[src/rtl/cef_cfg.svh]
`ifndef CEF_CFG_SVH
`define CEF_CFG_SVH
// Emergency identifier base: 128 plus node identifier
`define CEF_EMCY_BASE     11'h080
`define CEF_DLC           4'h8
// Error summary bit positions
`define CEF_BIT_GENERIC   0
`define CEF_BIT_CURRENT   1
`define CEF_BIT_VOLTAGE   2
`define CEF_BIT_TEMP      3
`define CEF_BIT_COMM      4
`define CEF_BIT_PROFILE   5
`define CEF_BIT_RSVD      6
`define CEF_BIT_MANUF     7
`define CEF_SUMMARY_RST   8'h00
// Error codes
`define CEF_EC_IN_HI      16'h2110
`define CEF_EC_IN_LO      16'h2130
`define CEF_EC_OUT_HI     16'h2310
`define CEF_EC_OUT_RNG    16'h2323
`define CEF_EC_LOAD_DUMP  16'h2330
`define CEF_EC_AI_U       16'h3003
`define CEF_EC_SYS_HI     16'h3110
`define CEF_EC_SYS_LO     16'h3120
`define CEF_EC_FIELD_LO   16'h3320
`define CEF_EC_MODULE     16'h7000
`define CEF_EC_LIST_ADAPT 16'h707a
`define CEF_EC_LIST_INCMP 16'h707d
`define CEF_EC_LIST_EXP   16'h707e
`define CEF_EC_LIST_REM   16'h707f
`define CEF_EC_GUARD      16'h8130
`define CEF_EC_BUSOFF_OK  16'h8140
`define CEF_EC_NONE       16'h0000
`endif

[src/rtl/cef_pkg.sv]
package cef_pkg;
   typedef enum logic [3:0] {
      CEF_IN_HI, CEF_IN_LO, CEF_OUT_HI, CEF_OUT_RNG, CEF_LOAD_DUMP,
      CEF_AI_U, CEF_SYS_HI, CEF_SYS_LO, CEF_FIELD_LO, CEF_MODULE,
      CEF_LIST_ADAPT, CEF_LIST_INCMP, CEF_LIST_EXP, CEF_LIST_REM,
      CEF_GUARD, CEF_BUSOFF_OK
   } cef_kind_e;
   typedef struct packed {
      cef_kind_e  kind;
      logic [7:0] module_no;
      logic [7:0] chan_no;
      logic [7:0] flags;
   } cef_event_s;
   typedef logic [7:0] cef_byte_t;
endpackage : cef_pkg
[src/rtl/cef_evt_if.sv]
`timescale 1ns/10ps
interface cef_evt_if;
   import cef_pkg::*;
   logic       valid;
   logic       ready;
   cef_event_s evt;
   modport src (output valid, output evt, input ready);
   modport dst (input valid, input evt, output ready);
endinterface : cef_evt_if

[src/rtl/can_emergency_frame_builder.sv]
`timescale 1ns/10ps
`include "cef_cfg.svh"
module can_emergency_frame_builder
   import cef_pkg::*;
#(
   parameter int QDEPTH = 4
) (
   input  wire logic       core_clk,      // System clock, 100 MHz
   input  wire logic       resetn,        // Sync reset, active low
   input  wire logic [6:0] node_id,       // CANopen node identifier
   input  wire logic       evt_valid,     // Error event strobe
   input  cef_kind_e       evt_kind,      // Which error
   input  wire logic [7:0] evt_module,    // Module number
   input  wire logic [7:0] evt_chan,      // Channel number
   input  wire logic [7:0] evt_flags,     // Module-specific flags
   input  wire logic       evt_gateway,   // Fault is the gateway's own
   input  wire logic [7:0] clear_mask,    // Summary bits whose cause is gone
   output logic            evt_ready,     // Event accepted
   output logic [7:0]      fault_summary_flags, // Error summary register
   output logic            tx_valid,      // Frame offered to CAN transmit path
   input  wire logic       tx_ready,      // Transmit path takes frame
   output logic [10:0]     tx_id,         // Frame identifier
   output logic [3:0]      tx_dlc,        // Data length code
   output logic [63:0]     tx_data        // Byte 0 in bits 7:0
);
   cef_evt_if  q_if ();
   cef_event_s in_evt;

   typedef enum logic [1:0] {ST_IDLE, ST_SEND} cef_state_e;
   cef_state_e state_q;

   logic [7:0]  summary_q, summary_d;
   logic [15:0] code;
   logic [7:0]  bit_sel;
   logic        use_mod, use_chan, use_flags;
   logic [7:0]  b3, b4, b5;
   logic        take;

   always_comb begin
      in_evt = '{kind: evt_kind, module_no: evt_module, chan_no: evt_chan, flags: evt_flags};
      if (evt_gateway) begin
         in_evt.module_no = 8'h00;
         in_evt.chan_no   = 8'h00;
      end
   end

   cef_evt_queue #(.DEPTH(QDEPTH)) u_queue (
      .core_clk (core_clk),
      .resetn   (resetn),
      .in_valid (evt_valid),
      .in_evt   (in_evt),
      .in_ready (evt_ready),
      .out      (q_if.src)
   );

   // Decode of the head event into code, summary bit and byte usage
   always_comb begin
      code      = `CEF_EC_NONE;
      bit_sel   = 8'h00;
      use_mod   = 1'b1;
      use_chan  = 1'b1;
      use_flags = 1'b0;
      unique case (q_if.evt.kind)
         CEF_IN_HI:      begin code = `CEF_EC_IN_HI;     bit_sel[`CEF_BIT_CURRENT] = 1'b1; end
         CEF_IN_LO:      begin code = `CEF_EC_IN_LO;     bit_sel[`CEF_BIT_CURRENT] = 1'b1; end
         CEF_OUT_HI:     begin code = `CEF_EC_OUT_HI;    bit_sel[`CEF_BIT_CURRENT] = 1'b1; end
         CEF_OUT_RNG:    begin code = `CEF_EC_OUT_RNG;   bit_sel[`CEF_BIT_CURRENT] = 1'b1; end
         CEF_LOAD_DUMP:  begin code = `CEF_EC_LOAD_DUMP; bit_sel[`CEF_BIT_CURRENT] = 1'b1; end
         CEF_AI_U:       begin code = `CEF_EC_AI_U;      bit_sel[`CEF_BIT_VOLTAGE] = 1'b1; end
         CEF_SYS_HI: begin
            code = `CEF_EC_SYS_HI;
            bit_sel[`CEF_BIT_VOLTAGE] = 1'b1;
            use_mod = 1'b0;
         end
         CEF_SYS_LO:     begin code = `CEF_EC_SYS_LO;    bit_sel[`CEF_BIT_VOLTAGE] = 1'b1; end
         CEF_FIELD_LO:   begin code = `CEF_EC_FIELD_LO;  bit_sel[`CEF_BIT_VOLTAGE] = 1'b1; end
         CEF_MODULE: begin
            code = `CEF_EC_MODULE;
            bit_sel[`CEF_BIT_MANUF] = 1'b1;
            use_flags = 1'b1;
         end
         CEF_LIST_ADAPT, CEF_LIST_INCMP, CEF_LIST_EXP, CEF_LIST_REM: begin
            bit_sel[`CEF_BIT_MANUF] = 1'b1;
            use_chan = 1'b0;
            unique case (q_if.evt.kind)
               CEF_LIST_ADAPT: code = `CEF_EC_LIST_ADAPT;
               CEF_LIST_INCMP: code = `CEF_EC_LIST_INCMP;
               CEF_LIST_EXP:   code = `CEF_EC_LIST_EXP;
               default:        code = `CEF_EC_LIST_REM;
            endcase
         end
         CEF_GUARD: begin
            code = `CEF_EC_GUARD;
            bit_sel[`CEF_BIT_COMM] = 1'b1;
            use_mod = 1'b0;
            use_chan = 1'b0;
         end
         CEF_BUSOFF_OK: begin
            code = `CEF_EC_BUSOFF_OK;
            bit_sel[`CEF_BIT_COMM] = 1'b1;
            use_mod = 1'b0;
            use_chan = 1'b0;
         end
      endcase
   end

   // Unused additional bytes forced to zero
   assign b3 = use_mod   ? q_if.evt.module_no : 8'h00;
   assign b4 = use_chan  ? q_if.evt.chan_no   : 8'h00;
   assign b5 = use_flags ? q_if.evt.flags     : 8'h00;

   assign take       = (state_q == ST_IDLE) && q_if.valid;
   assign q_if.ready = take;

   // Any pending cause keeps the generic bit set; reserved bit stays zero
   always_comb begin
      summary_d = summary_q & ~clear_mask;
      if (take) begin
         summary_d = summary_d | bit_sel;                    // set beats clear
      end
      summary_d[`CEF_BIT_RSVD]    = 1'b0;
      summary_d[`CEF_BIT_GENERIC] = |summary_d[7:1];
   end

   always_ff @(posedge core_clk) begin
      if (!resetn) begin
         summary_q <= `CEF_SUMMARY_RST;
      end else begin
         summary_q <= summary_d;
      end
   end
   assign fault_summary_flags = summary_q;

   always_ff @(posedge core_clk) begin
      if (!resetn) begin
         state_q <= ST_IDLE;
      end else begin
         unique case (state_q)
            ST_IDLE: if (take) state_q <= ST_SEND;
            ST_SEND: if (tx_ready) state_q <= ST_IDLE;
         endcase
      end
   end

   // Frame latched on take; summary byte is the updated value
   always_ff @(posedge core_clk) begin
      if (!resetn) begin
         tx_id   <= 11'h000;
         tx_dlc  <= 4'h0;
         tx_data <= 64'h0;
      end else if (take) begin
         tx_id   <= `CEF_EMCY_BASE + {4'h0, node_id};
         tx_dlc  <= `CEF_DLC;
         tx_data <= {8'h00, 8'h00, b5, b4, b3,
                     summary_d, code[15:8], code[7:0]};
      end
   end
   assign tx_valid = (state_q == ST_SEND);
endmodule : can_emergency_frame_builder

[src/rtl/cef_evt_queue.sv]
`timescale 1ns/10ps
`include "cef_cfg.svh"
module cef_evt_queue
   import cef_pkg::*;
#(
   parameter int DEPTH = 4
) (
   input  wire logic       core_clk,  // System clock
   input  wire logic       resetn,    // Sync reset, active low
   input  wire logic       in_valid,  // Event offered
   input  cef_event_s      in_evt,    // Event contents
   output logic            in_ready,  // Room for one event
   cef_evt_if.src          out        // Toward frame builder
);
   localparam int AW = $clog2(DEPTH);
   cef_event_s       mem [DEPTH];
   logic [AW-1:0]    wr_q, rd_q;
   logic [AW:0]      cnt_q;
   logic             push, pop;

   assign in_ready  = (cnt_q != (AW+1)'(DEPTH));
   assign out.valid = (cnt_q != '0);
   assign out.evt   = mem[rd_q];
   assign push      = in_valid && in_ready;
   assign pop       = out.valid && out.ready;

   // Events kept in arrival order
   always_ff @(posedge core_clk) begin
      if (push) begin
         mem[wr_q] <= in_evt;
      end
   end

   always_ff @(posedge core_clk) begin
      if (!resetn) begin
         wr_q  <= '0;
         rd_q  <= '0;
         cnt_q <= '0;
      end else begin
         if (push) begin
            wr_q <= (wr_q == AW'(DEPTH-1)) ? '0 : wr_q + 1'b1;
         end
         if (pop) begin
            rd_q <= (rd_q == AW'(DEPTH-1)) ? '0 : rd_q + 1'b1;
         end
         cnt_q <= cnt_q + (AW+1)'(push) - (AW+1)'(pop);
      end
   end
endmodule : cef_evt_queue

[config.mk]
export PLATFORM = sky130hd
export DESIGN_NAME = can_emergency_frame_builder
export DESIGN_NICKNAME = d
export VERILOG_FILES = /design/src/rtl/cef_pkg.sv /design/src/rtl/cef_evt_if.sv /design/src/rtl/can_emergency_frame_builder.sv /design/src/rtl/cef_evt_queue.sv
export VERILOG_INCLUDE_DIRS = /design/src /design/src/rtl
export SDC_FILE = /design/constraint.sdc
export NUM_CORES = 1
export LEC_CHECK = 0
export ABC_CLOCK_PERIOD_IN_PS = 3900
export BUFFER_PORTS_ARGS = -buffer_cell sky130_fd_sc_hd__buf_2
export CORE_MARGIN = 8
export CORE_UTILIZATION = 55
export DETAILED_ROUTE_END_ITERATION = 10
export PLACE_DENSITY = 0.79
export SLEW_MARGIN = 20
export SYNTH_ARGS = -nofsm -noshare
export SYNTH_HDL_FRONTEND = slang
export SYNTH_HIERARCHICAL = 1
export SYNTH_SLANG_ARGS = --single-unit
[constraint.sdc]
create_clock -name core_clk -period 3.9 [get_ports core_clk]
set_clock_uncertainty 0.05 [all_clocks]
set_input_delay 0.195 -clock core_clk [delete_from_list [all_inputs] [get_ports core_clk]]
set_output_delay 0.195 -clock core_clk [all_outputs]
set_load 0.02 [all_outputs]
==> results by group, run 1 <==
Pwr
  • Power Internal: 3.906 mW
  • Switching part of the total power: 32.96%
  • Portion of total power attributed to the clock network: 28.4%
  • Power density of the placed cells: 690.8 mW/mm²
  • Sequential cell fraction of total power: 43.3%
  • Share of total power in combinational logic: 28.3%
  • VDD IR-drop max: 0.3695 mV
  • Power dissipated by switching net loads: 1.920 mW
  • Static leakage: 3.232 nW

Layout
  • FF/Latch Area: 0.004746 mm²
  • Area used by multi-input combinational logic: 0.002083 mm²
  • Area overhead of the layout relative to synthesis: 18.31%
  • Share of post-route cells with drive strength above 1: 30.63%
  • Post-layout nets: 673
  • Number of antenna diodes: 0
  • Layout fillers: 896
  • Final std cell area, no fill: 0.008433 mm²
  • Fin cells: 802
  • Final Core Density: 66.83%

Worst setup path
  • Crit end category: flop
  • Required time reported for the critical path endpoint: 4.16 ns
  • Startpoint Class: flop
  • Worst setup path category: reg2reg
  • Arr. time, crit path: 3.26 ns
  • Worst Path Max Fanout: 32

GRT
  • Global routing usage on met1: 20.14%
  • Vias in the first global route: 4280
  • Wire length of the first global-routing pass: 21.99 mm
  • Antenna violations before repair: 0
  • Total global routing track utilization: 17.28%
  • Met2 Use GR: 30.47%
  • Busiest metal layer after global routing: met2
  • Met3 Use GR: 4.488%
  • Maximum number of pins on one net before global-route repair: 55
  • Overflow left after global routing: 0

Floorplanning
  • Width of the die: 129.8 µm
  • Total I/O pin count: 137
  • Die Y: 129.8 µm
  • Floorplan row count: 41
  • Area of the core: 0.01262 mm²
  • Floorplan die area: 0.01686 mm²
  • Initial standard-cell utilization of the core: 56.48%

Drt
  • Number of search-and-repair iterations in the first detailed-routing pass: 4
  • Per-cell routed wire length: 17.96 µm
  • Vias: 4319
  • Final routed DRC violation total: 0
  • Violation count after the first detailed-route iteration: 309
  • Post-DR vias/cell: 5.385
  • ANT nets after route: 0
  • Drt total wl: 14.40 mm

Yosys
  • Share of the synthesized area in the top cell type: 47.18%
  • Sequential area share after synthesis: 66.56%
  • Primary FF master, synth: sky130_fd_sc_hd__edfxtp_1
  • Count of different cell masters after synthesis: 52
  • Gate count after technology mapping: 497
  • Area leader, netlist: sky130_fd_sc_hd__edfxtp_1
  • Number of warning messages in the yosys log: 6
  • Proportion of register bits with asynchronous set or reset after synthesis: 0%
  • Area contributors post-synth: sky130_fd_sc_hd__edfxtp_1 47%, sky130_fd_sc_hd__dfxtp_1 19%, sky130_fd_sc_hd__mux4_2 8.8%
  • Count of flip-flops with a built-in enable after synthesis: 112
  • Yosys reg bits: 181
  • Synthesized area: 0.007128 mm²
  • Synthesized area per cell: 14.34 µm²

Clocking
  • Buffer cell driving the clock tree root: sky130_fd_sc_hd__clkbuf_16
  • Clock buffer count from CTS: 17
  • CTS H-tree depth: 4
  • Clock tree sinks: 181
  • CTS clock-pin slew for the worst setup and hold paths: 0.06 ns
  • Maximum count of clock buffers along a single path: 2
  • Number of buffers inserted to repair setup after CTS: 0
  • CTS tree: yes
  • Clock latency reported for the late side of the worst-skew pair: 0.42 ns

Placement
  • Number of port buffers: 107
  • Cell Count Post-Placement: 750
  • HPWL Detailed: 8.907 mm
  • Placed standard-cell area: 0.007651 mm²
  • Worst slack after detailed placement: 0.9025 ns
  • Placer's final routability congestion estimate: 0.7649

Timing
  • Max-Slew Margin vs Limit: 32.09%
  • Final number of hold-violating endpoints: 0
  • Post-layout min period: 3.001 ns
  • Setup-failing EPs final: 0
  • Unrepaired setup endpoints after global routing: no
  • Period utilisation layout: 76.94%
  • Final count of pins violating max slew: 0
  • Worst Tran Pin Value: 1.017 ns
  • Max Clk Rate: 0.3333 GHz
  • PnR worst setup slack: 0.8993 ns
  • Setup tns final: 0 ns

Min path
  • Class of the most critical hold timing path: in2reg

Status
  • Run status: complete, no violations

Run
  • Max-Cap Viols: 0
[cells in the mapped netlist, drive strengths merged, types with 2 or more instances]
library cell,count
edfxtp,112
dfxtp,69
buf,47
nor2,41
nand2,37
mux4,28
a21oi,25
a22oi,24
nor2b,20
inv,11
clkbuf,9
o21ai,8
ha,7
nand3,7
and2,6
nand2b,6
and3,5
nor3,4
a211oi,3
xnor2,3
o2111ai,2
o31ai,2
or2,2
or3b,2
[registers in the layout, summed over array words and instances, names as in the netlist, named ones only]
| register | cells |
|---|---|
| u_queue/mem | 112 |
| tx_data | 44 |
| tx_id | 8 |
| fault_summary_flags | 7 |
| u_queue/cnt_q | 3 |
| u_queue/rd_q | 2 |
| u_queue/wr_q | 2 |
| state_q | 1 |
[path summary, 6_finish.rpt]
check | startpoint | end | slack, ns | depth (start not counted)
max | u_queue/cnt_q[2] | u_queue/cnt_q[2] | 0.90 | 13
min | evt_valid | u_queue/wr_q[0] | 0.03 | 3
max reg2reg | u_queue/cnt_q[2] | u_queue/cnt_q[2] | 0.90 | 13
min reg2reg | tx_data[12] | tx_data[12] | 0.40 | 2
[worst max-delay path: stages (launching register included)]
cell and delay (ns):
sky130_fd_sc_hd__dfxtp_1 0.34, sky130_fd_sc_hd__or3_2 0.49, sky130_fd_sc_hd__nand2b_2 0.09, sky130_fd_sc_hd__inv_2 0.20, sky130_fd_sc_hd__o31ai_1 0.24, sky130_fd_sc_hd__inv_1 0.10
sky130_fd_sc_hd__ha_1 0.29, sky130_fd_sc_hd__inv_1 0.06, sky130_fd_sc_hd__ha_1 0.13, sky130_fd_sc_hd__inv_1 0.05, sky130_fd_sc_hd__fa_1 0.40, sky130_fd_sc_hd__xnor2_1 0.15
sky130_fd_sc_hd__xnor2_1 0.14, sky130_fd_sc_hd__and2_1 0.17
[power groups by stage]
| stage | Combinational, mW | Clock (mW) | Sequential (mW) |
|---|---|---|---|
| floorplan | 1.06 | 0 | 2.73 |
| global placement | 1.60 | 0 | 2.54 |
| detailed placement | 1.64 | 0 | 2.57 |
| CTS | 1.66 | 1.68 | 2.53 |
| global route | 1.80 | 1.75 | 2.56 |
| finish | 1.65 | 1.65 | 2.52 |
[cells by family after synthesis]
family | after synthesis | synth area share [%]
simple gates | 132 | 9.022
mux | 29 | 8.987
buf+inv | 67 | 5.617
xor+xnor | 4 | 0.4916
other cells | 1 | 0.05261
fa+ha+maj | 9 | 1.667
flops | 181 | 66.56
compound gates | 74 | 7.601
[metal layers]
metal | share of wire, % | wire length (µm)
met5 | 0 | 0
met4 | 1.1 | 154
met3 | 8.4 | 1207
met2 | 51 | 7291
met1 | 40 | 5749
[layout make-up]
type | instances | area share, %
Inverter | 11 | 0.4896
Tap cell | 172 | 2.552
Timing Repair Buffer | 131 | 9.080
Clock buffer | 19 | 5.134
Sequential cell | 181 | 56.28
Multi-Input combinational cell | 275 | 24.70
Clock inverter | 13 | 1.766
[cell usage in the layout, fill, tap and decap left out, types with 4 or more instances in the layout]
| master | n |
|---|---|
| sky130_fd_sc_hd__a21oi_1 | 24 |
| sky130_fd_sc_hd__a22oi_1 | 16 |
| sky130_fd_sc_hd__a22oi_2 | 8 |
| sky130_fd_sc_hd__and2_1 | 5 |
| sky130_fd_sc_hd__buf_2 | 107 |
| sky130_fd_sc_hd__buf_4 | 4 |
| sky130_fd_sc_hd__clkbuf_16 | 17 |
| sky130_fd_sc_hd__clkinv_4 | 5 |
| sky130_fd_sc_hd__conb_1 | 27 |
| sky130_fd_sc_hd__dfxtp_1 | 68 |
| sky130_fd_sc_hd__dlygate4sd3_1 | 20 |
| sky130_fd_sc_hd__edfxtp_1 | 112 |
| sky130_fd_sc_hd__ha_1 | 7 |
| sky130_fd_sc_hd__inv_1 | 8 |
| sky130_fd_sc_hd__inv_6 | 4 |
| sky130_fd_sc_hd__mux4_2 | 28 |
| sky130_fd_sc_hd__nand2_1 | 37 |
| sky130_fd_sc_hd__nand2b_1 | 5 |
| sky130_fd_sc_hd__nand3_1 | 7 |
| sky130_fd_sc_hd__nor2_1 | 41 |
| sky130_fd_sc_hd__nor2b_1 | 20 |
| sky130_fd_sc_hd__o21ai_0 | 4 |
| sky130_fd_sc_hd__o21ai_1 | 4 |
[what timing repair did]
item | 4_1_cts | 5_1_grt
hold buffers | 20 | 0
resized for setup | 0 | 0
setup endpoints to repair | 0 | 0
endpoints found under the hold margin | 56 | 0
[through the flow]
step,hold WS (ns),power [mW]
CTS,0.004988,5.872
global route,0.02133,6.102
finish,0.02925,5.825
global placement,0.3560,4.145
floorplan,0.2439,3.787
detailed placement,0.3656,4.207
Power figures use the tool's default switching activity.
==> run 2: changes to the inputs <==
ABC_CLOCK_PERIOD_IN_PS = 2950   (was 3900)
clock period = 2.95 ns   (was 3.9 ns; I/O delays follow)
==> run 2 against run 1 <==
- clock-buffer cell count unchanged
- wire length up 2.7%
- combinational power up 36%
- register-to-register slack worse by 0.65 ns
- non-clock buffer count up 6
- cell count up 0.75%
- clock power up 42%
- first-iteration DRC count up 2.9%
- critical path type unchanged
- largest power group unchanged
==> results by group, run 2 (synthesis results as in run 1) <==
Pwr
  • Power dissipated by switching net loads: 2.603 mW (+36%)
  • Static leakage: 3.266 nW (+1.1%)
  • Share of total power in combinational logic: 28.3% (about the same)
  • VDD IR-drop max: 0.5454 mV (+48%)
  • Power Internal: 5.320 mW (+36%)
  • Sequential cell fraction of total power: 42.0% (-1.3 points)
  • Switching part of the total power: 32.86% (-0.10 points)
  • Portion of total power attributed to the clock network: 29.7% (+1.3 points)
  • Power density of the placed cells: 928.6 mW/mm² (+34%)

Drt
  • Per-cell routed wire length: 18.31 µm (+2.0%)
  • Violation count after the first detailed-route iteration: 318 (+2.9%)
  • Post-DR vias/cell: 5.439 (+1.0%)
  • Number of search-and-repair iterations in the first detailed-routing pass: 4 (unchanged)
  • Routed wl met2: 7.317 mm (+0.36%)
  • Met1 wire length: 6.092 mm (+6.0%)
  • Drt total wl: 14.79 mm (+2.7%)
  • Vias: 4395 (+1.8%)
  • ANT nets after route: 0 (unchanged)
  • Met3 wire len: 1.215 mm (+0.66%)
  • Top routing layer used: met4
  • Final routed DRC violation total: 0 (unchanged)

Timing
  • Final count of pins violating max slew: 0 (unchanged)
  • Period utilisation layout: 91.48% (+15 points)
  • Max-Slew Margin vs Limit: 33.21% (+1.1 points)
  • Setup tns final: 0 ns (unchanged)
  • Post-layout min period: 2.699 ns (-0.3020 ns)
  • Max Clk Rate: 0.3705 GHz (+11%)
  • Unrepaired setup endpoints after global routing: no
  • Setup-failing EPs final: 0 (unchanged)
  • Worst Tran Pin Value: 1.000 ns (-0.01671 ns)
  • Final number of hold-violating endpoints: 0 (unchanged)

Worst setup path
  • Library cell contributing the largest single delay on the critical path: sky130_fd_sc_hd__or3_2
  • Required time reported for the critical path endpoint: 3.21 ns (-0.95 ns)
  • Stages on worst setup path: 13 (unchanged)
  • Arr. time, crit path: 2.96 ns (-0.30 ns)
  • Peak per-stage delay on the critical path: 0.48 ns (about the same)
  • Worst reg2reg setup slack: 0.25 ns (-0.65 ns)
  • Cell-by-cell listing of the critical path: or3_2, nand2b_2, inv_2, o31ai_2, inv_1, ha_1, inv_1, ha_1, inv_1, fa_1, xnor2_1, xnor2_1, and2_1
  • Crit end category: flop
  • Critical path buffer and inverter count: 4 (unchanged)
  • Worst R2R Path Depth: 13 (unchanged)
  • Startpoint Class: flop
  • Endpoint of the worst register-to-register path: u_queue/cnt_q[2]
  • Worst Path Max Fanout: 5 (-84%)
  • Start of the worst register-to-register path: u_queue/cnt_q[1]
  • End point of the critical path: u_queue/cnt_q[2]
  • CP Launch Point: u_queue/cnt_q[1]
  • Worst setup path category: reg2reg
  • Cell seen most often among critical-path stages: sky130_fd_sc_hd__inv_1
  • Family of cells with the greatest summed delay on the critical path: adder cells

Layout
  • Number of flip-flops under the largest register name: 112 (unchanged)
  • Share of post-route cells with drive strength above 1: 30.97% (+0.34 points)
  • Post-layout nets: 679 (+0.89%)
  • Commonest non-fill, non-tap cell in the layout: sky130_fd_sc_hd__edfxtp_1
  • Layout fillers: 877 (-2.1%)
  • Area used by multi-input combinational logic: 0.002088 mm² (+0.24%)
  • Registers with the highest flip-flop counts: u_queue/mem x112, tx_data x44, tx_id x8
  • Fin cells: 808 (+0.75%)
  • Number of antenna diodes: 0 (unchanged)
  • Area overhead of the layout relative to synthesis: 19.69%
  • Commonest non-fill, non-tap cells in the layout: 112 x sky130_fd_sc_hd__edfxtp_1, 107 x sky130_fd_sc_hd__buf_2, 68 x sky130_fd_sc_hd__dfxtp_1
  • FF/Latch Area: 0.004746 mm² (unchanged)
  • Register bank with the most flops: u_queue/mem

Clocking
  • CTS tree: yes
  • Buffer cell driving the clock tree root: sky130_fd_sc_hd__clkbuf_16
  • Maximum count of clock buffers along a single path: 2 (unchanged)
  • Clock latency reported for the late side of the worst-skew pair: 0.42 ns (about the same)
  • CTS clock-pin slew for the worst setup and hold paths: 0.06 ns (about the same)
  • CTS H-tree depth: 4 (unchanged)
  • Clock buffer count from CTS: 17 (unchanged)
  • Number of buffers inserted to repair setup after CTS: 0 (unchanged)
  • Clock tree sinks: 181 (unchanged)

Floorplanning
  • Width of the die: 129.8 µm (unchanged)
  • Initial standard-cell utilization of the core: 56.48% (unchanged)
  • Floorplan row count: 41 (unchanged)
  • Area of the core: 0.01262 mm² (unchanged)
  • Total I/O pin count: 137 (unchanged)
  • Die Y: 129.8 µm (unchanged)
  • Floorplan die area: 0.01686 mm² (unchanged)

Run
  • Max-Cap Viols: 0 (unchanged)

GRT
  • Overflow left after global routing: 0 (unchanged)
  • Maximum number of pins on one net before global-route repair: 55 (unchanged)
  • Total global routing track utilization: 17.97% (+0.69 points)
  • Vias in the first global route: 4553 (+6.4%)
  • Wire length of the first global-routing pass: 22.94 mm (+4.3%)
  • Antenna violations before repair: 0 (unchanged)

Placement
  • Cell Count Post-Placement: 753 (+0.40%)
  • Placer's final routability congestion estimate: 0.7332 (-4.1%)
  • HPWL Detailed: 9.112 mm (+2.3%)
  • Number of port buffers: 107 (unchanged)

Min path
  • Class of the most critical hold timing path: in2reg

Status
  • Run status: complete, no violations
-- run 2: changes by cell type in the layout (fill, tap and decap cells not counted), sizes merged --
cell / previous run / this run
clkinvlp: 0 / 3
buf: 111 / 114
dlygate4sd3: 20 / 23
clkinv: 7 / 3
bufinv: 2 / 3
-- run 2: worst register-to-register path, stage by stage (launching register included) --
cell                       delay (ns)
sky130_fd_sc_hd__dfxtp_1         0.37
sky130_fd_sc_hd__or3_2           0.48
sky130_fd_sc_hd__nand2b_2        0.10
sky130_fd_sc_hd__inv_2           0.04
sky130_fd_sc_hd__o31ai_2         0.09
sky130_fd_sc_hd__inv_1           0.11
sky130_fd_sc_hd__ha_1            0.28
sky130_fd_sc_hd__inv_1           0.06
sky130_fd_sc_hd__ha_1            0.13
sky130_fd_sc_hd__inv_1           0.05
sky130_fd_sc_hd__fa_1            0.41
sky130_fd_sc_hd__xnor2_1         0.15
sky130_fd_sc_hd__xnor2_1         0.13
sky130_fd_sc_hd__and2_1          0.15
-- run 2: routing by layer --
| metal | vias up | track usage (%) |
|---|---|---|
| met5 | - | 0 |
| met4 | 0 | 6.762 |
| met3 | 15 | 4.692 |
| met2 | 177 | 30.96 |
| met1 | 2186 | 21.23 |
| li1 | 2017 | - |
-- run 2: final cells by class --
cell class / instances / area share, %
Inverter: 11 / 0.4839
Sequential cell: 181 / 55.62
Tap cell: 172 / 2.522
Timing Repair Buffer: 137 / 9.591
Clock inverter: 13 / 1.980
Clock buffer: 19 / 5.323
Multi-Input combinational cell: 275 / 24.48
-- run 2: power by group through the flow --
stage / clock network [mW] / registers, mW / logic [mW]
5_1_grt: 2.50 / 3.37 / 2.45
4_1_cts: 2.39 / 3.32 / 2.26
2_1_floorplan: 0 / 3.61 / 1.40
3_3_place_gp: 0 / 3.35 / 2.15
3_5_place_dp: 0 / 3.37 / 2.22
6_report: 2.35 / 3.33 / 2.25
-- run 2: repair_timing --
action | in CTS | in global routing
gates resized for setup | 0 | 1
setup endpoints to repair | 0 | 1
hold buffers | 23 | 0
endpoints found under the hold margin | 60 | 0
-- run 2: worst min path at each step --
stage                              from                endpoint  slack (ns)  cells after the start
after floorplan            evt_flags[0]       u_queue/mem[0][0]        0.20                      0
after global placement     evt_flags[7]       u_queue/mem[2][7]        0.31                      1
after detailed placement   evt_flags[4]       u_queue/mem[2][4]        0.31                      1
after CTS                 clear_mask[4]  fault_summary_flags[4]        0.03                      4
after global routing      clear_mask[7]  fault_summary_flags[7]        0.05                      3
final                     clear_mask[4]  fault_summary_flags[4]        0.05                      4
-- run 2: metrics by stage --
step                      setup WS, ns  instance area, µm²  hold WS [ns]  power (mW)  utilization (%)
after detailed placement        0.2459                7674        0.3135       5.590            60.81
after CTS                       0.1728                8527       0.03319       7.967            67.57
after global placement          0.3458                7674        0.3091       5.498            60.81
after floorplan                0.09355                7226        0.1964       5.007                -
final                           0.2513                8532       0.05288       7.923            67.61
after global routing           0.04775                8532       0.04945       8.323            67.61
